--- src/inc/usb_line_termination_cfg.svh ---
`ifndef USB_LINE_TERMINATION_CFG_SVH
`define USB_LINE_TERMINATION_CFG_SVH

// ****************************************************************
// register byte offsets on the apb bus
// ****************************************************************
`define LT_ADDR_WIDTH 12
`define LT_CTRL_OFFSET 12'h000
`define LT_CTRL_SET_OFFSET 12'h004
`define LT_CTRL_CLR_OFFSET 12'h008
`define LT_STATUS_OFFSET 12'h00C
`define LT_COUNT_OFFSET 12'h010

// ****************************************************************
// control register field positions
// ****************************************************************
`define LT_XCVR_LSB 0
`define LT_XCVR_MSB 1
`define LT_TERM_BIT 2
`define LT_OPERATING_MODE_SEL_LSB 3
`define LT_OPERATING_MODE_SEL_MSB 4
`define LT_DP_REQ_BIT 5
`define LT_DM_REQ_BIT 6
`define LT_CTRL_WIDTH 7

// ****************************************************************
// status register field positions
// ****************************************************************
`define LT_ST_PULLUP_BIT 0
`define LT_ST_DP_PD_BIT 1
`define LT_ST_DM_PD_BIT 2
`define LT_ST_HSTERM_BIT 3
`define LT_ST_ROLE_LSB 4
`define LT_ST_ROLE_MSB 6
`define LT_ST_NONDRIVE_BIT 7

// ****************************************************************
// reset values and field codes
// ****************************************************************
`define LT_CTRL_RESET 7'h61
`define LT_OPERATING_MODE_SEL_NONDRIVING 2'h1
`define LT_XCVR_HIGH_SPEED 2'h0
`define LT_COUNT_RESET 16'h0000

`endif

--- src/inc/usb_line_termination_pkg.sv ---
package usb_line_termination_pkg;

    // ****************************************************************
    // state control bits as the link programs them
    // ****************************************************************
    typedef struct packed {
        logic minus_line_pull_low_req;
        logic plus_line_pull_low_req;
        logic [1:0] operating_mode_sel;
        logic termination_select;
        logic [1:0] transceiver_speed_select;
    } line_ctrl_type;

    // ****************************************************************
    // resistor enables towards the analog front end
    // ****************************************************************
    typedef struct packed {
        logic high_speed_termination_on;
        logic minus_line_pulldown_on;
        logic plus_line_pulldown_on;
        logic plus_line_pullup_on;
    } resistor_en_type;

    // ****************************************************************
    // coarse role implied by the operating mode and the pull-down requests
    // ****************************************************************
    typedef enum logic [2:0] {
        role_nondriving = 3'b000,
        role_host = 3'b001,
        role_peripheral = 3'b010,
        role_otg_peripheral = 3'b011,
        role_unusual = 3'b100
    } line_role_type;

    // ****************************************************************
    // apb carriers
    // ****************************************************************
    typedef struct packed {
        logic psel;
        logic penable;
        logic pwrite;
        logic [11:0] paddr;
        logic [31:0] pwdata;
        logic [3:0] pstrb;
    } apb_req_type;

    typedef struct packed {
        logic pready;
        logic [31:0] prdata;
        logic pslverr;
    } apb_rsp_type;

endpackage : usb_line_termination_pkg

--- src/hdl/usb_line_termination_decoder.sv ---
// Chosen here: the register offsets and the APB interface to the registers.
`timescale 1ns/1ns
`include "usb_line_termination_cfg.svh"

// Overview of operation
// - pull-up enable connects the plus-line pull-up; deasserted disconnects it.
// - plus-line pull-down enable connects that line's pull-down resistor.
// - minus-line pull-down enable connects that line's pull-down resistor.
// - termination enable connects the high-speed terminations on both lines.
// - non-driving operating mode forces all four enables off.
// - otherwise each pull-down enable follows its own request bit.
// - termination on exactly when not non-driving, speed select is high-speed and termination select clear.
// - pull-up on only with termination select set and plus pull-down clear.
// - host chirp gives both pull-downs and termination, no pull-up.
// - host suspend gives only the two pull-downs.
// - host resume gives only the two pull-downs.
// - host test J or K matches the host chirp pattern.
// - register writes from the link update the state bits.

module usb_line_termination_decoder
    import usb_line_termination_pkg::*;
(
    input wire logic clk, // 10 mhz system clock
    input wire logic reset_n, // synchronous reset, active low
    input wire apb_req_type apb_req, // apb request from the link side
    output apb_rsp_type apb_rsp, // apb answer
    output resistor_en_type res_en, // resistor enables to the front end
    output line_ctrl_type ctrl_bits, // current state bits for other blocks
    output logic settings_changed // one-cycle pulse after a bus write changes the value; none when reset reloads it
);

    // ****************************************************************
    // register index decode
    // ****************************************************************
    localparam logic [2:0] idx_ctrl = 3'h0;
    localparam logic [2:0] idx_set = 3'h1;
    localparam logic [2:0] idx_clr = 3'h2;
    localparam logic [2:0] idx_status = 3'h3;
    localparam logic [2:0] idx_count = 3'h4;
    localparam logic [2:0] idx_none = 3'h7;

    // used for both the read capture and the write commit
    function automatic logic [2:0] reg_index(input logic [11:0] addr);
        logic [2:0] i;
        i = idx_none;
        case (addr)
            `LT_CTRL_OFFSET: i = idx_ctrl;
            `LT_CTRL_SET_OFFSET: i = idx_set;
            `LT_CTRL_CLR_OFFSET: i = idx_clr;
            `LT_STATUS_OFFSET: i = idx_status;
            `LT_COUNT_OFFSET: i = idx_count;
            default: i = idx_none;
        endcase
        return i;
    endfunction : reg_index

    // ****************************************************************
    // field packing between the bus word and the struct
    // ****************************************************************
    function automatic line_ctrl_type ctrl_from_word(input logic [6:0] w);
        line_ctrl_type c;
        c.transceiver_speed_select = w[`LT_XCVR_MSB:`LT_XCVR_LSB];
        c.termination_select = w[`LT_TERM_BIT];
        c.operating_mode_sel = w[`LT_OPERATING_MODE_SEL_MSB:`LT_OPERATING_MODE_SEL_LSB];
        c.plus_line_pull_low_req = w[`LT_DP_REQ_BIT];
        c.minus_line_pull_low_req = w[`LT_DM_REQ_BIT];
        return c;
    endfunction : ctrl_from_word

    function automatic logic [6:0] word_from_ctrl(input line_ctrl_type c);
        logic [6:0] w;
        w = '0;
        w[`LT_XCVR_MSB:`LT_XCVR_LSB] = c.transceiver_speed_select;
        w[`LT_TERM_BIT] = c.termination_select;
        w[`LT_OPERATING_MODE_SEL_MSB:`LT_OPERATING_MODE_SEL_LSB] = c.operating_mode_sel;
        w[`LT_DP_REQ_BIT] = c.plus_line_pull_low_req;
        w[`LT_DM_REQ_BIT] = c.minus_line_pull_low_req;
        return w;
    endfunction : word_from_ctrl

    // ****************************************************************
    // module state
    // ****************************************************************
    typedef struct packed {
        logic [6:0] ctrl_word;
        logic [31:0] prdata;
        logic pslverr;
        logic changed;
        logic [15:0] write_count;
    } top_state_type;

    top_state_type state_reg;
    top_state_type state_next;

    line_ctrl_type ctrl_now;
    line_role_type role_now;
    logic nondriving_now;
    resistor_en_type res_now;
    logic setup_phase;
    logic access_done;
    logic [2:0] setup_idx;
    logic [2:0] access_idx;
    logic lane0;
    logic [6:0] wr_bits;
    logic [6:0] ctrl_new;
    logic [31:0] status_word;

    // ****************************************************************
    // resistor decode
    // ****************************************************************
    assign ctrl_now = ctrl_from_word(state_reg.ctrl_word);

    // decode sits straight on the flops
    line_resistor_decode u_decode (
        .ctrl(ctrl_now),
        .res_en(res_now),
        .role(role_now),
        .nondriving(nondriving_now)
    );

    // ****************************************************************
    // bus phase tracking
    // ****************************************************************
    assign setup_phase = apb_req.psel && !apb_req.penable;
    // zero wait states, so every access cycle completes
    assign access_done = apb_req.psel && apb_req.penable;
    assign setup_idx = reg_index(apb_req.paddr);
    assign access_idx = reg_index(apb_req.paddr);
    // control fields live in byte lane 0 only
    assign lane0 = apb_req.pstrb[0];
    assign wr_bits = apb_req.pwdata[6:0];

    // status word gathers the live enables and the role
    always_comb begin
        status_word = 32'h0000_0000;
        status_word[`LT_ST_PULLUP_BIT] = res_now.plus_line_pullup_on;
        status_word[`LT_ST_DP_PD_BIT] = res_now.plus_line_pulldown_on;
        status_word[`LT_ST_DM_PD_BIT] = res_now.minus_line_pulldown_on;
        status_word[`LT_ST_HSTERM_BIT] = res_now.high_speed_termination_on;
        status_word[`LT_ST_ROLE_MSB:`LT_ST_ROLE_LSB] = role_now;
        status_word[`LT_ST_NONDRIVE_BIT] = nondriving_now;
    end

    // ****************************************************************
    // write merge: plain write, set and clear aliases
    // ****************************************************************
    // set and clear let the link touch one bit without a read first
    always_comb begin
        ctrl_new = state_reg.ctrl_word;
        if (access_done && apb_req.pwrite && lane0) begin
            case (access_idx)
                idx_ctrl: ctrl_new = wr_bits;
                idx_set: ctrl_new = state_reg.ctrl_word | wr_bits;
                idx_clr: ctrl_new = state_reg.ctrl_word & ~wr_bits;
                default: ctrl_new = state_reg.ctrl_word;
            endcase
        end
    end

    // ****************************************************************
    // next state
    // ****************************************************************
    always_comb begin
        state_next = state_reg;
        state_next.changed = 1'b0;
        // only bus writes and reset move the bits, nothing else here alters them
        state_next.ctrl_word = ctrl_new;
        if (ctrl_new != state_reg.ctrl_word) begin
            state_next.changed = 1'b1;
        end
        if (access_done && apb_req.pwrite && lane0
            && (access_idx == idx_ctrl || access_idx == idx_set || access_idx == idx_clr)) begin
            // counter wraps; software compares differences
            state_next.write_count = state_reg.write_count + 16'h0001;
        end
        // read data and error are taken in setup so they come from flops
        if (setup_phase) begin
            state_next.prdata = 32'h0000_0000;
            state_next.pslverr = 1'b0;
            case (setup_idx)
                idx_ctrl: state_next.prdata = {25'h0000000, state_reg.ctrl_word};
                idx_set: state_next.prdata = {25'h0000000, state_reg.ctrl_word};
                idx_clr: state_next.prdata = {25'h0000000, state_reg.ctrl_word};
                idx_status: begin
                    state_next.prdata = status_word;
                    state_next.pslverr = apb_req.pwrite;
                end
                idx_count: begin
                    state_next.prdata = {16'h0000, state_reg.write_count};
                    state_next.pslverr = apb_req.pwrite;
                end
                default: state_next.pslverr = 1'b1;
            endcase
        end
        if (!reset_n) begin
            state_next.ctrl_word = `LT_CTRL_RESET;
            state_next.prdata = 32'h0000_0000;
            state_next.pslverr = 1'b0;
            state_next.changed = 1'b0;
            state_next.write_count = `LT_COUNT_RESET;
        end
    end

    // ****************************************************************
    // state register
    // ****************************************************************
    always_ff @(posedge clk) begin
        state_reg <= state_next;
    end

    // ****************************************************************
    // outputs
    // ****************************************************************
    // read data shown only while the access phase runs
    always_comb begin
        apb_rsp.pready = 1'b1;
        apb_rsp.prdata = access_done ? state_reg.prdata : 32'h0000_0000;
        apb_rsp.pslverr = access_done && state_reg.pslverr;
    end

    assign res_en = res_now;
    assign ctrl_bits = ctrl_now;
    assign settings_changed = state_reg.changed;

endmodule : usb_line_termination_decoder

--- src/hdl/line_resistor_decode.sv ---
`timescale 1ns/1ns
`include "usb_line_termination_cfg.svh"

// pure decode of the state bits into resistor enables
module line_resistor_decode
    import usb_line_termination_pkg::*;
(
    input wire line_ctrl_type ctrl, // registered state control bits
    output resistor_en_type res_en, // resistor enables
    output line_role_type role, // coarse role for status
    output logic nondriving // drivers three-stated
);

    // ****************************************************************
    // role classification
    // ****************************************************************
    function automatic line_role_type role_of(input line_ctrl_type c);
        line_role_type r;
        r = role_unusual;
        if (c.operating_mode_sel == `LT_OPERATING_MODE_SEL_NONDRIVING) begin
            r = role_nondriving;
        end else begin
            case ({c.plus_line_pull_low_req, c.minus_line_pull_low_req})
                2'h3: r = role_host;
                2'h0: r = role_peripheral;
                2'h1: r = role_otg_peripheral;
                default: r = role_unusual;
            endcase
        end
        return r;
    endfunction : role_of

    // ****************************************************************
    // resistor pattern
    // ****************************************************************
    // no clock here so a new setting reaches the pins in the same cycle
    always_comb begin
        nondriving = (ctrl.operating_mode_sel == `LT_OPERATING_MODE_SEL_NONDRIVING);
        role = role_of(ctrl);
        res_en = '0;
        if (!nondriving) begin
            res_en.plus_line_pulldown_on = ctrl.plus_line_pull_low_req;
            res_en.minus_line_pulldown_on = ctrl.minus_line_pull_low_req;
            res_en.high_speed_termination_on = (ctrl.transceiver_speed_select == `LT_XCVR_HIGH_SPEED)
                && !ctrl.termination_select;
            // the plus-line pull-down request always vetoes the pull-up
            res_en.plus_line_pullup_on = ctrl.termination_select && !ctrl.plus_line_pull_low_req;
        end
    end

endmodule : line_resistor_decode

--- config.mk ---
export PLATFORM = sky130hd
export DESIGN_NAME = usb_line_termination_decoder
export DESIGN_NICKNAME = d
export VERILOG_FILES = /design/src/inc/usb_line_termination_pkg.sv /design/src/hdl/usb_line_termination_decoder.sv /design/src/hdl/line_resistor_decode.sv
export VERILOG_INCLUDE_DIRS = /design/src /design/src/inc
export SDC_FILE = /design/constraint.sdc
export NUM_CORES = 1
export LEC_CHECK = 0
export ABC_AREA = 1
export BUFFER_PORTS_ARGS = -buffer_cell sky130_fd_sc_hd__buf_2
export CORE_ASPECT_RATIO = 0.9
export CORE_MARGIN = 2
export CORE_UTILIZATION = 35
export DETAILED_ROUTE_END_ITERATION = 16
export GPL_ROUTABILITY_DRIVEN = 1
export PLACE_DENSITY = 0.69
export SKIP_CTS_REPAIR_TIMING = 1
export SLEW_MARGIN = 20
export SYNTH_ARGS = -nofsm -noshare
export SYNTH_HDL_FRONTEND = slang
export SYNTH_SLANG_ARGS = --single-unit
--- constraint.sdc ---
create_clock -name clk -period 2.89 [get_ports clk]
set_clock_uncertainty 0.2 [all_clocks]
set_input_delay 0.7225 -clock clk [delete_from_list [all_inputs] [get_ports clk]]
set_output_delay 0.7225 -clock clk [all_outputs]
set_load 0.03 [all_outputs]
# [Word-level counts from Yosys, hierarchy flattened]
# Index checks and enable logic that the tools add are counted.
[op_classes] n_addsub=1 eq_ne=12 muxes=10 bitwise=3 n_reduce_logical=19
[ops] op="case mux 16 bit (3 select lines)" count=1
[ops] op="2-to-1 mux 32 bit" count=1
[ops] op="equality test 12 x 4 -> 1 bit (second input constant)" count=2
[ops] op="case mux 7 bit (3 select lines)" count=1
[ops] op="adder 16 x 1 -> 16 bit (second input constant)" count=1
[ops] op="case mux 3 bit (5 select lines)" count=1
[ops] op="equality test 12 x 3 -> 1 bit (second input constant)" count=1
[ops] op="equality test 12 x 5 -> 1 bit (second input constant)" count=1
[ops] op="logical NOT 12 bit" count=1
[ops] op="case mux 3 bit (3 select lines)" count=1
[ops] op="logical AND 1 bit" count=8
[ops] op="bitwise AND 7 bit" count=1
[ops] op="2-to-1 mux 7 bit" count=1
[ops] op="!= test 7 bit" count=1
[ops] op="inverter 7 bit" count=1
[ops] op="bitwise OR 7 bit" count=1
[ops] op="equality test 3 x 2 -> 1 bit (second input constant)" count=2
[ops] op="equality test 2 x 1 -> 1 bit (second input constant)" count=2
[ops] op="logical NOT 2 bit" count=2
[ops] op="2-to-1 mux 4 bit" count=1
[ops] op="equality test 3 x 1 -> 1 bit (second input constant)" count=1
[ops] op="equality test 3 bit (second input constant)" count=1
[ops] op="logical NOT 1 bit" count=3
[ops] op="logical NOT 3 bit" count=1
[ops] op="7 further kinds" count=8
[totals] ff_bits=57 in_bits=53 out_inout_bits=46 word_cells=50

# [Longest topological paths before layout]
# Gate-level depths: netlist of the first run.
[logic_depth] word_depth=7 mapped_depth=16 depth_no_buf=16

# [Hierarchy]
# A second synthesis of the first run with hierarchy kept.
[hier_totals] cells_unflattened=456 hier_area_um2=2905.3
[modules_own_cells] module="usb_line_termination_decoder" instances=1 cells_each=440 area_each_um2=2837.7 seq_area_each_um2=820.8
[modules_own_cells] module="line_resistor_decode" instances=1 cells_each=16 area_each_um2=67.6 seq_area_each_um2=0.0

# [Worst setup path after synthesis of the first run]
# OpenSTA, ideal clock, no wires.
[synth_timing] kind="register -> output" from="reg state_reg, in the netlist ctrl_bits[3]" to="out res_en[3] (netlist name)" arrival_time_ns=1.493 required_time_ns=1.967 setup_slack_ns=0.475 path_stages_with_launch=4 n_path_buf=0 cell_sequence="dfxtp_1 inv_1 nor2_1 nor4_1"
[synth_lines] element="from (decl)" line="usb_line_termination_decoder.sv:92" rtl="top_state_type state_reg;"
[synth_lines] element="from (signal assigned)" line="usb_line_termination_decoder.sv:208" rtl="state_reg <= state_next;"
[synth_lines] element="to (decl)" line="usb_line_termination_decoder.sv:27" rtl="output resistor_en_type res_en,"

==> run summary, run 1 <==
Area Growth Syn to Fin: 14.6%
Die Width: 99.1 µm
Num ports: 99
Fill cells: 837
First-pass GRT wire length: 11,500 µm
H-tree levels: 2
Leak pwr: 1.49 nW
Max Transition Viols Final: 0
Total vias in the final route: 2,906
Top FF cell, synth: dfxtp_1
GRT Total Usage: 15.9%
Worst Setup EP: res_en[3]
Synth Instances: 456
Post-synth EDFFs: 0
Dpl cells: 598
Worst reg-to-reg setup slack: 0.98 ns
Pint: 0.956 mW
Seq cells post-synth: 41
Hold Crit Class: flip-flop to flip-flop
Number of buffers added on ports: 53
Sequential share of power: 45.8%
Netlist Area Pre-Place: 0.00285 mm²
TNS Setup: 0 ns
Worst R2R Start: state_reg[1]
Power Dens Cells: 388 mW/mm²
Wirelength per Cell: 11.7 µm
CTS sink cnt: 41
Worst-margin pin slew: 0.591 ns
Post-DP HPWL: 5630 µm
Largest family of logic cells by synthesized area: simple AND/OR/NAND/NOR gates
Pin count of the biggest net entering global routing: 28
WP data arrival: 1.72 ns
Sequential fraction of the synthesis area: 28.8%
Fmax: 0.378 GHz
Skew-Pair Late Insertion Delay: 0.29 ns
Area leader, netlist: dfxtp_1
Post-synth top area share: 28.8%
Yosys cell types: 37
Syn_area_per_cell: 6.25 µm²
NetSw: 0.309 mW
Sw Ratio: 24.4%
Iteration-0 DRC Markers: 265
VDD IR max: 177 µV
Compound-Gate Fraction of Synth Area: 15.6%
Via/cell ratio: 4.80
Adder-cell share of the synthesized area: 0.439%
Clock Path Buffers: 2
GRT Residual Overflow: 0
Non-filler cells, final: 606
Logic pwr share: 11.6%
Ys async rst share: 0%
Final Hold Fails: 0
Reg-to-Reg End: state_reg[14]
Critical Path Source Type: flip-flop
DRC viols: 0
Synth Area in XOR/XNOR: 0.922%
Number of antenna violations at the first check in global routing: 0
Crit path max fanout: 6
Share of layout cells above drive strength 1: 19.1%
Simple logic cell fraction of the synthesized area: 36.1%
Setup crit start: ctrl_bits[3]
Clock network power share: 42.6%
Root Driver: clkbuf_8
RSZ-0062 raised after global routing: false
Rel. slew slack: 60.2%
WL final: 7090 µm
Vias in the first global route: 2,528
Diodes inserted: 0
CTS tree: yes
DIE AREA: 0.00888 mm²
Worst R2R Path Depth: 9
Max cap viols: 0
Number of warnings issued by yosys: 0
Num CTS Buffers: 5
Crit end category: output pin
Worst hold path depth: 2
Die height: 89.6 µm
Minimum clock period: 2.64 ns
Final period util: 91.4%
Final Net Count: 560
Mux share of post-synthesis cell area: 0%
Clock transition at path regs: 0.08 ns
Total Power: 1.27 mW
Final GP Congestion: 0.839
Largest cells by area after synthesis: dfxtp_1 (29%), nand2_1 (12%), inv_1 (9.1%), nor2_1 (7.8%), buf_4 (6.6%)
Crit Path Class: flip-flop to output pin
CP required: 1.97 ns
Setup violators final: 0
Initial Util: 35.7%
Max reg flops: 33
Outcome: finished, final reports clean
Area of the core: 0.00799 mm²
DRT antenna net count: 0
Drt first pass iters: 5
FP Rows: 31
## cell usage in the layout (no fill, tap or decap), drive strengths merged, types with 2 or more instances in the layout
cell and instances:
inv 72, buf 62, o21ai 36, clkbuf 5, dfxtp 41, conb 17, nand4 10, bufinv 2
a21oi 34, clkinv 3, nand2 95, nor2 70, o211ai 4, xor2 2, nor4 2, nand3 35
nor3 8, o22ai 2, a221oi 3
## per-layer routing
metal | track usage, % | vias to the layer above | routed length [µm]
met5 | 0 | - | 0
met4 | 4.11 | 0 | 85
met2 | 25.8 | 101 | 3100
met3 | 2.48 | 8 | 461
li1 | - | 1508 | -
met1 | 22.4 | 1289 | 3440
## Yosys cell counts (all sizes together) (3+ instances only)
library cell,instances
a21oi,34
a221oi,3
buf,28
clkbuf,6
dfxtp,41
inv,72
nand2,95
nand3,35
nand4,10
nor2,70
nor3,8
o211ai,4
o21ai,36
## power by group through the flow
stage | sequential (mW) | clock, mW | combinational, mW
global placement | 0.593 | 0 | 0.144
global route | 0.581 | 0.569 | 0.162
CTS | 0.579 | 0.549 | 0.146
finish | 0.579 | 0.540 | 0.147
detailed placement | 0.593 | 0 | 0.146
floorplan | 0.592 | 0 | 0.118
## worst max-delay path, cell delays in order (launching register included)
cell	delay [ns]
dfxtp_1	0.37
inv_1	0.15
nor2_1	0.13
nor4_1	0.48
buf_2	0.31
## worst min-delay path by stage
stage	startpoint	end	slack, ns
floorplan	state_reg[15]	state_reg[33]	0.24
global placement	state_reg[15]	state_reg[33]	0.25
detailed placement	state_reg[15]	state_reg[33]	0.26
CTS	state_reg[15]	state_reg[33]	0.27
global route	state_reg[23]	state_reg[23]	0.29
finish	state_reg[15]	state_reg[33]	0.26
## through the flow
stage / util (%) / setup slack (ns) / instance area (µm²) / hold slack, ns
global placement: 39.2 / 0.289 / 3130 / 0.249
detailed placement: 39.2 / 0.275 / 3130 / 0.255
global route: 40.9 / 0.186 / 3270 / 0.292
floorplan: - / 0.475 / 2910 / 0.239
CTS: 40.9 / 0.280 / 3270 / 0.268
finish: 40.9 / 0.247 / 3270 / 0.264
## area by class of cell
| type | count | area [µm²] | area share [%] |
|---|---|---|---|
| clock buffers | 5 | 68.8 | 2.11 |
| clock inverters | 3 | 65.1 | 1.99 |
| inverters | 74 | 278 | 8.51 |
| multi-input cells | 322 | 1580 | 48.3 |
| flip-flops and latches | 41 | 821 | 25.1 |
| well taps | 99 | 124 | 3.79 |
| repair buffers | 62 | 333 | 10.2 |
## logic make-up (layout without fill, tap and decap cells)
kind of cell	Yosys count	after routing
AOI/OAI and AO/OA	80	80
xor gates and xnor gates	3	3
adders and majority gates	1	1
buffers and inverters	108	144
DFF	41	41
other	2	17
and+or+nand+nor	221	221
Power figures use the tool's default switching activity.
==> run 2: changes to the inputs <==
--- a/config.mk
+++ b/config.mk
@@ -6,14 +6,13 @@
 export SDC_FILE = /design/constraint.sdc
 export NUM_CORES = 1
 export LEC_CHECK = 0
-export ABC_AREA = 1
 export BUFFER_PORTS_ARGS = -buffer_cell sky130_fd_sc_hd__buf_2
 export CORE_ASPECT_RATIO = 0.9
 export CORE_MARGIN = 2
 export CORE_UTILIZATION = 35
 export DETAILED_ROUTE_END_ITERATION = 16
 export GPL_ROUTABILITY_DRIVEN = 1
-export PLACE_DENSITY = 0.69
+export PLACE_DENSITY = 0.7
 export SKIP_CTS_REPAIR_TIMING = 1
 export SLEW_MARGIN = 20
 export SYNTH_ARGS = -nofsm -noshare
==> run 2 against run 1 <==
Effect of this change:
- power fell by 0.22%
- utilization grew 1.8 points
- final cell count shrank 21%
- clock power grew 4.8%
- cell area down 7.0%
- maximum frequency fell by 0.81%
- area after synthesis decreased by 9.0%
- via count decreased by 13%
==> run summary, run 2 <==
Outcome: finished, final reports clean
Pint: 0.950 mW (-0.67%)
Die height: 85.7 µm (-4.4%)
Hold Path Sink: state_reg[28]
Commonest non-fill, non-tap cell in the layout: buf_2
Root Driver: clkbuf_8
Wirelength per Cell: 13.6 µm (+16%)
CTS tree: yes
Power Dens Cells: 416 mW/mm² (+7.3%)
Area occupied by registers: 821 µm² (unchanged)
Minimum clock period: 2.66 ns (+0.0216 ns)
CP cell instances: buf_2 > or4_4 > or4_4 > or4_1 > xor2_1 > nor2_1
DIE AREA: 0.00812 mm² (-8.6%)
Max Transition Viols Final: 0 (unchanged)
Yosys cell types: 53 (+43%)
Most numerous cell in the Yosys netlist: dfxtp_1
First-pass GRT wire length: 10,900 µm (-5.6%)
Post-synth top area share: 31.6% (+2.8 points)
Hold Crit Class: flip-flop to flip-flop
GRT Residual Overflow: 0 (unchanged)
Initial Util: 36.5% (+0.81 points)
Skew-Pair Late Insertion Delay: 0.31 ns (+0.02 ns)
Post-placement setup slack: -0.103 ns (-0.378 ns)
CP most frequent cell: or4_4
Seq cells post-synth: 41 (unchanged)
Reg-to-Reg End: state_reg[10]
NetSw: 0.313 mW (+1.2%)
Crit path max fanout: 7 (+1)
Worst R2R Start: state_reg[0]
Multi-input logic area: 0.00156 mm² (-1.3%)
Area of the core: 0.00711 mm² (-11%)
Final Hold Fails: 0 (unchanged)
Post-synth EDFFs: 0 (unchanged)
Final period util: 92.2% (+0.75 points)
Crit end category: flip-flop
DRT antenna net count: 0 (unchanged)
H-tree levels: 2 (unchanged)
Setup WS post-layout: 0.226 ns (-0.0216 ns)
Netlist Area Pre-Place: 0.00259 mm² (-9.0%)
Synth cell count leaders: dfxtp_1 (41), nand2_1 (36), a21oi_1 (32)
Crit Path Class: input pin to flip-flop
Syn_area_per_cell: 7.70 µm² (+23%)
VDD IR max: 175 µV (-1.3%)
Worst hold path depth: 2 (unchanged)
Share of layout cells above drive strength 1: 23.8% (+4.6 points)
Crit path max-delay family: simple AND/OR/NAND/NOR gates
Critical Path Source Type: input pin
Synth Instances: 337 (-26%)
Fill cells: 751 (-10%)
Clock Path Buffers: 2 (unchanged)
Fmax: 0.375 GHz (-0.81%)
Clock transition at path regs: 0.08 ns (about the same)
Crit-path max cell delay: 0.57 ns (+0.09 ns)
Via/cell ratio: 5.29 (+10%)
Drt first pass iters: 4 (-1)
Leak pwr: 1.25 nW (-16%)
Post-DP HPWL: 4920 µm (-13%)
DRC viols: 0 (unchanged)
Max cap viols: 0 (unchanged)
Diodes inserted: 0 (unchanged)
Worst-margin pin slew: 0.552 ns (-0.0395 ns)
Logic pwr share: 10.2% (-1.4 points)
Ys async rst share: 0% (unchanged)
GRT Total Usage: 16.7% (+0.76 points)
Sequential share of power: 45.0% (-0.8 points)
Total Power: 1.26 mW (-0.22%)
Rel. slew slack: 63.2% (+3.0 points)
Setup violators final: 0 (unchanged)
Sw Ratio: 24.8% (+0.34 points)
Clock network power share: 44.8% (+2.2 points)
WL final: 6530 µm (-8.0%)
FP Rows: 29 (-6.5%)
Final GP Congestion: 0.905 (+7.9%)
Total vias in the final route: 2,538 (-13%)
Largest cells by area after synthesis: dfxtp_1 (32%), buf_4 (6.9%), a21oi_1 (6.2%), nand2_1 (5.2%), and3_1 (5.1%)
Slowest CP cell: or4_1
Area Growth Syn to Fin: 17.1%
Number of warnings issued by yosys: 0 (unchanged)
Die Width: 94.7 µm (-4.4%)
Sequential fraction of the synthesis area: 31.6% (+2.8 points)
Iteration-0 DRC Markers: 182 (-31%)
Final Net Count: 440 (-21%)
Num ports: 99 (unchanged)
Most frequent cells in the layout: buf_2 (53), dfxtp_1 (41), nand2_1 (36), a21oi_1 (32), nor2_1 (23)
Num CTS Buffers: 5 (unchanged)
CTS sink cnt: 41 (unchanged)
Vias in the first global route: 2,381 (-5.8%)
TNS Setup: 0 ns (unchanged)
Area leader, netlist: dfxtp_1
Pin count of the biggest net entering global routing: 23 (-18%)
CP required: 2.89 ns (+0.92 ns)
RSZ-0062 raised after global routing: false
Top FF cell, synth: dfxtp_1
Number of buffers added on ports: 53 (unchanged)
Number of antenna violations at the first check in global routing: 0 (unchanged)
WP data arrival: 2.66 ns (+0.94 ns)
Max reg flops: 33 (unchanged)
Buf/Inv on CP: 1 (-1)
Worst R2R Path Depth: 6 (-3)
Worst reg-to-reg setup slack: 0.97 ns (about the same)
Hold Path Origin: state_reg[28]
==> run 2: cell count changes in the layout (fill, tap and decap cells not counted), sizes merged, moves of 6 or more <==
| cell | change |
|---|---|
| inv | -66 |
| nand2 | -59 |
| nor2 | -47 |
| and3 | +21 |
| nand3 | -16 |
| o21ai | -14 |
| and2 | +11 |
| xnor2 | +9 |
| buf | +7 |
| nor4 | +7 |
| nand2b | +6 |
==> run 2: power by group through the flow <==
| stage | Combinational (mW) | Clock (mW) | Sequential [mW] |
|---|---|---|---|
| 2_1_floorplan | 0.101 | 0 | 0.581 |
| 3_3_place_gp | 0.125 | 0 | 0.581 |
| 3_5_place_dp | 0.127 | 0 | 0.581 |
| 4_1_cts | 0.127 | 0.575 | 0.568 |
| 5_1_grt | 0.140 | 0.604 | 0.569 |
| 6_report | 0.129 | 0.566 | 0.568 |
==> run 2: final cells by class <==
type / count / area share (%)
sequential: 41 / 27.0
multi-input combinational: 263 / 51.2
clock buffer: 5 / 2.27
inverter: 6 / 0.741
tap: 93 / 3.83
timing repair buffer: 69 / 12.7
clock inverter: 3 / 2.27
==> run 2: kinds of logic after synthesis <==
family | after synthesis | share of synthesized area, %
multiplexers | 2 | 0.772
flip-flops | 41 | 31.6
XOR/XNOR | 13 | 4.39
adder cells (fa/ha/maj) | 1 | 0.482
buffers and inverters | 48 | 10.8
other | 2 | 0.290
AND/OR/NAND/NOR | 158 | 35.4
AO/OA/AOI/OAI | 72 | 16.3
==> run 2: per-layer routing <==
| layer | wire [µm] | vias to the layer above | share of wire, % | global-route usage (%) |
|---|---|---|---|---|
| li1 | - | 1260 | - | - |
| met1 | 3130 | 1184 | 48 | 22.9 |
| met2 | 2950 | 85 | 45 | 25.9 |
| met3 | 355 | 9 | 5.4 | 2.55 |
| met4 | 97 | 0 | 1.5 | 7.51 |
| met5 | 0 | - | 0 | 0 |
==> run 2: worst max path at each step <==
stage,startpoint,endpoint,slack [ns],cells past startpoint
detailed placement,apb_req[36],state_reg[10],-0.10,6
CTS,apb_req[36],state_reg[10],0.23,6
finish,apb_req[36],state_reg[10],0.23,6
floorplan,apb_req[36],ctrl_bits[1],0.01,6
global placement,apb_req[36],state_reg[10],-0.09,6
global route,apb_req[36],ctrl_bits[0],0.17,7
==> run 2: through the flow <==
stage                     hold slack, ns  utilization [%]  instance area [µm²]  cells
after floorplan                    0.227                -                 2650    352
after global placement             0.238             40.8                 2900    472
after detailed placement           0.241             40.8                 2900    472
after CTS                          0.251             42.7                 3040    480
after global routing               0.268             42.7                 3040    480
final                              0.248             42.7                 3040    480
==> run 2: tightest hold or removal path: stages, from the launching register on <==
cell,delay (ns)
dfxtp_1,0.31
nand2_1,0.05
a21oi_1,0.05
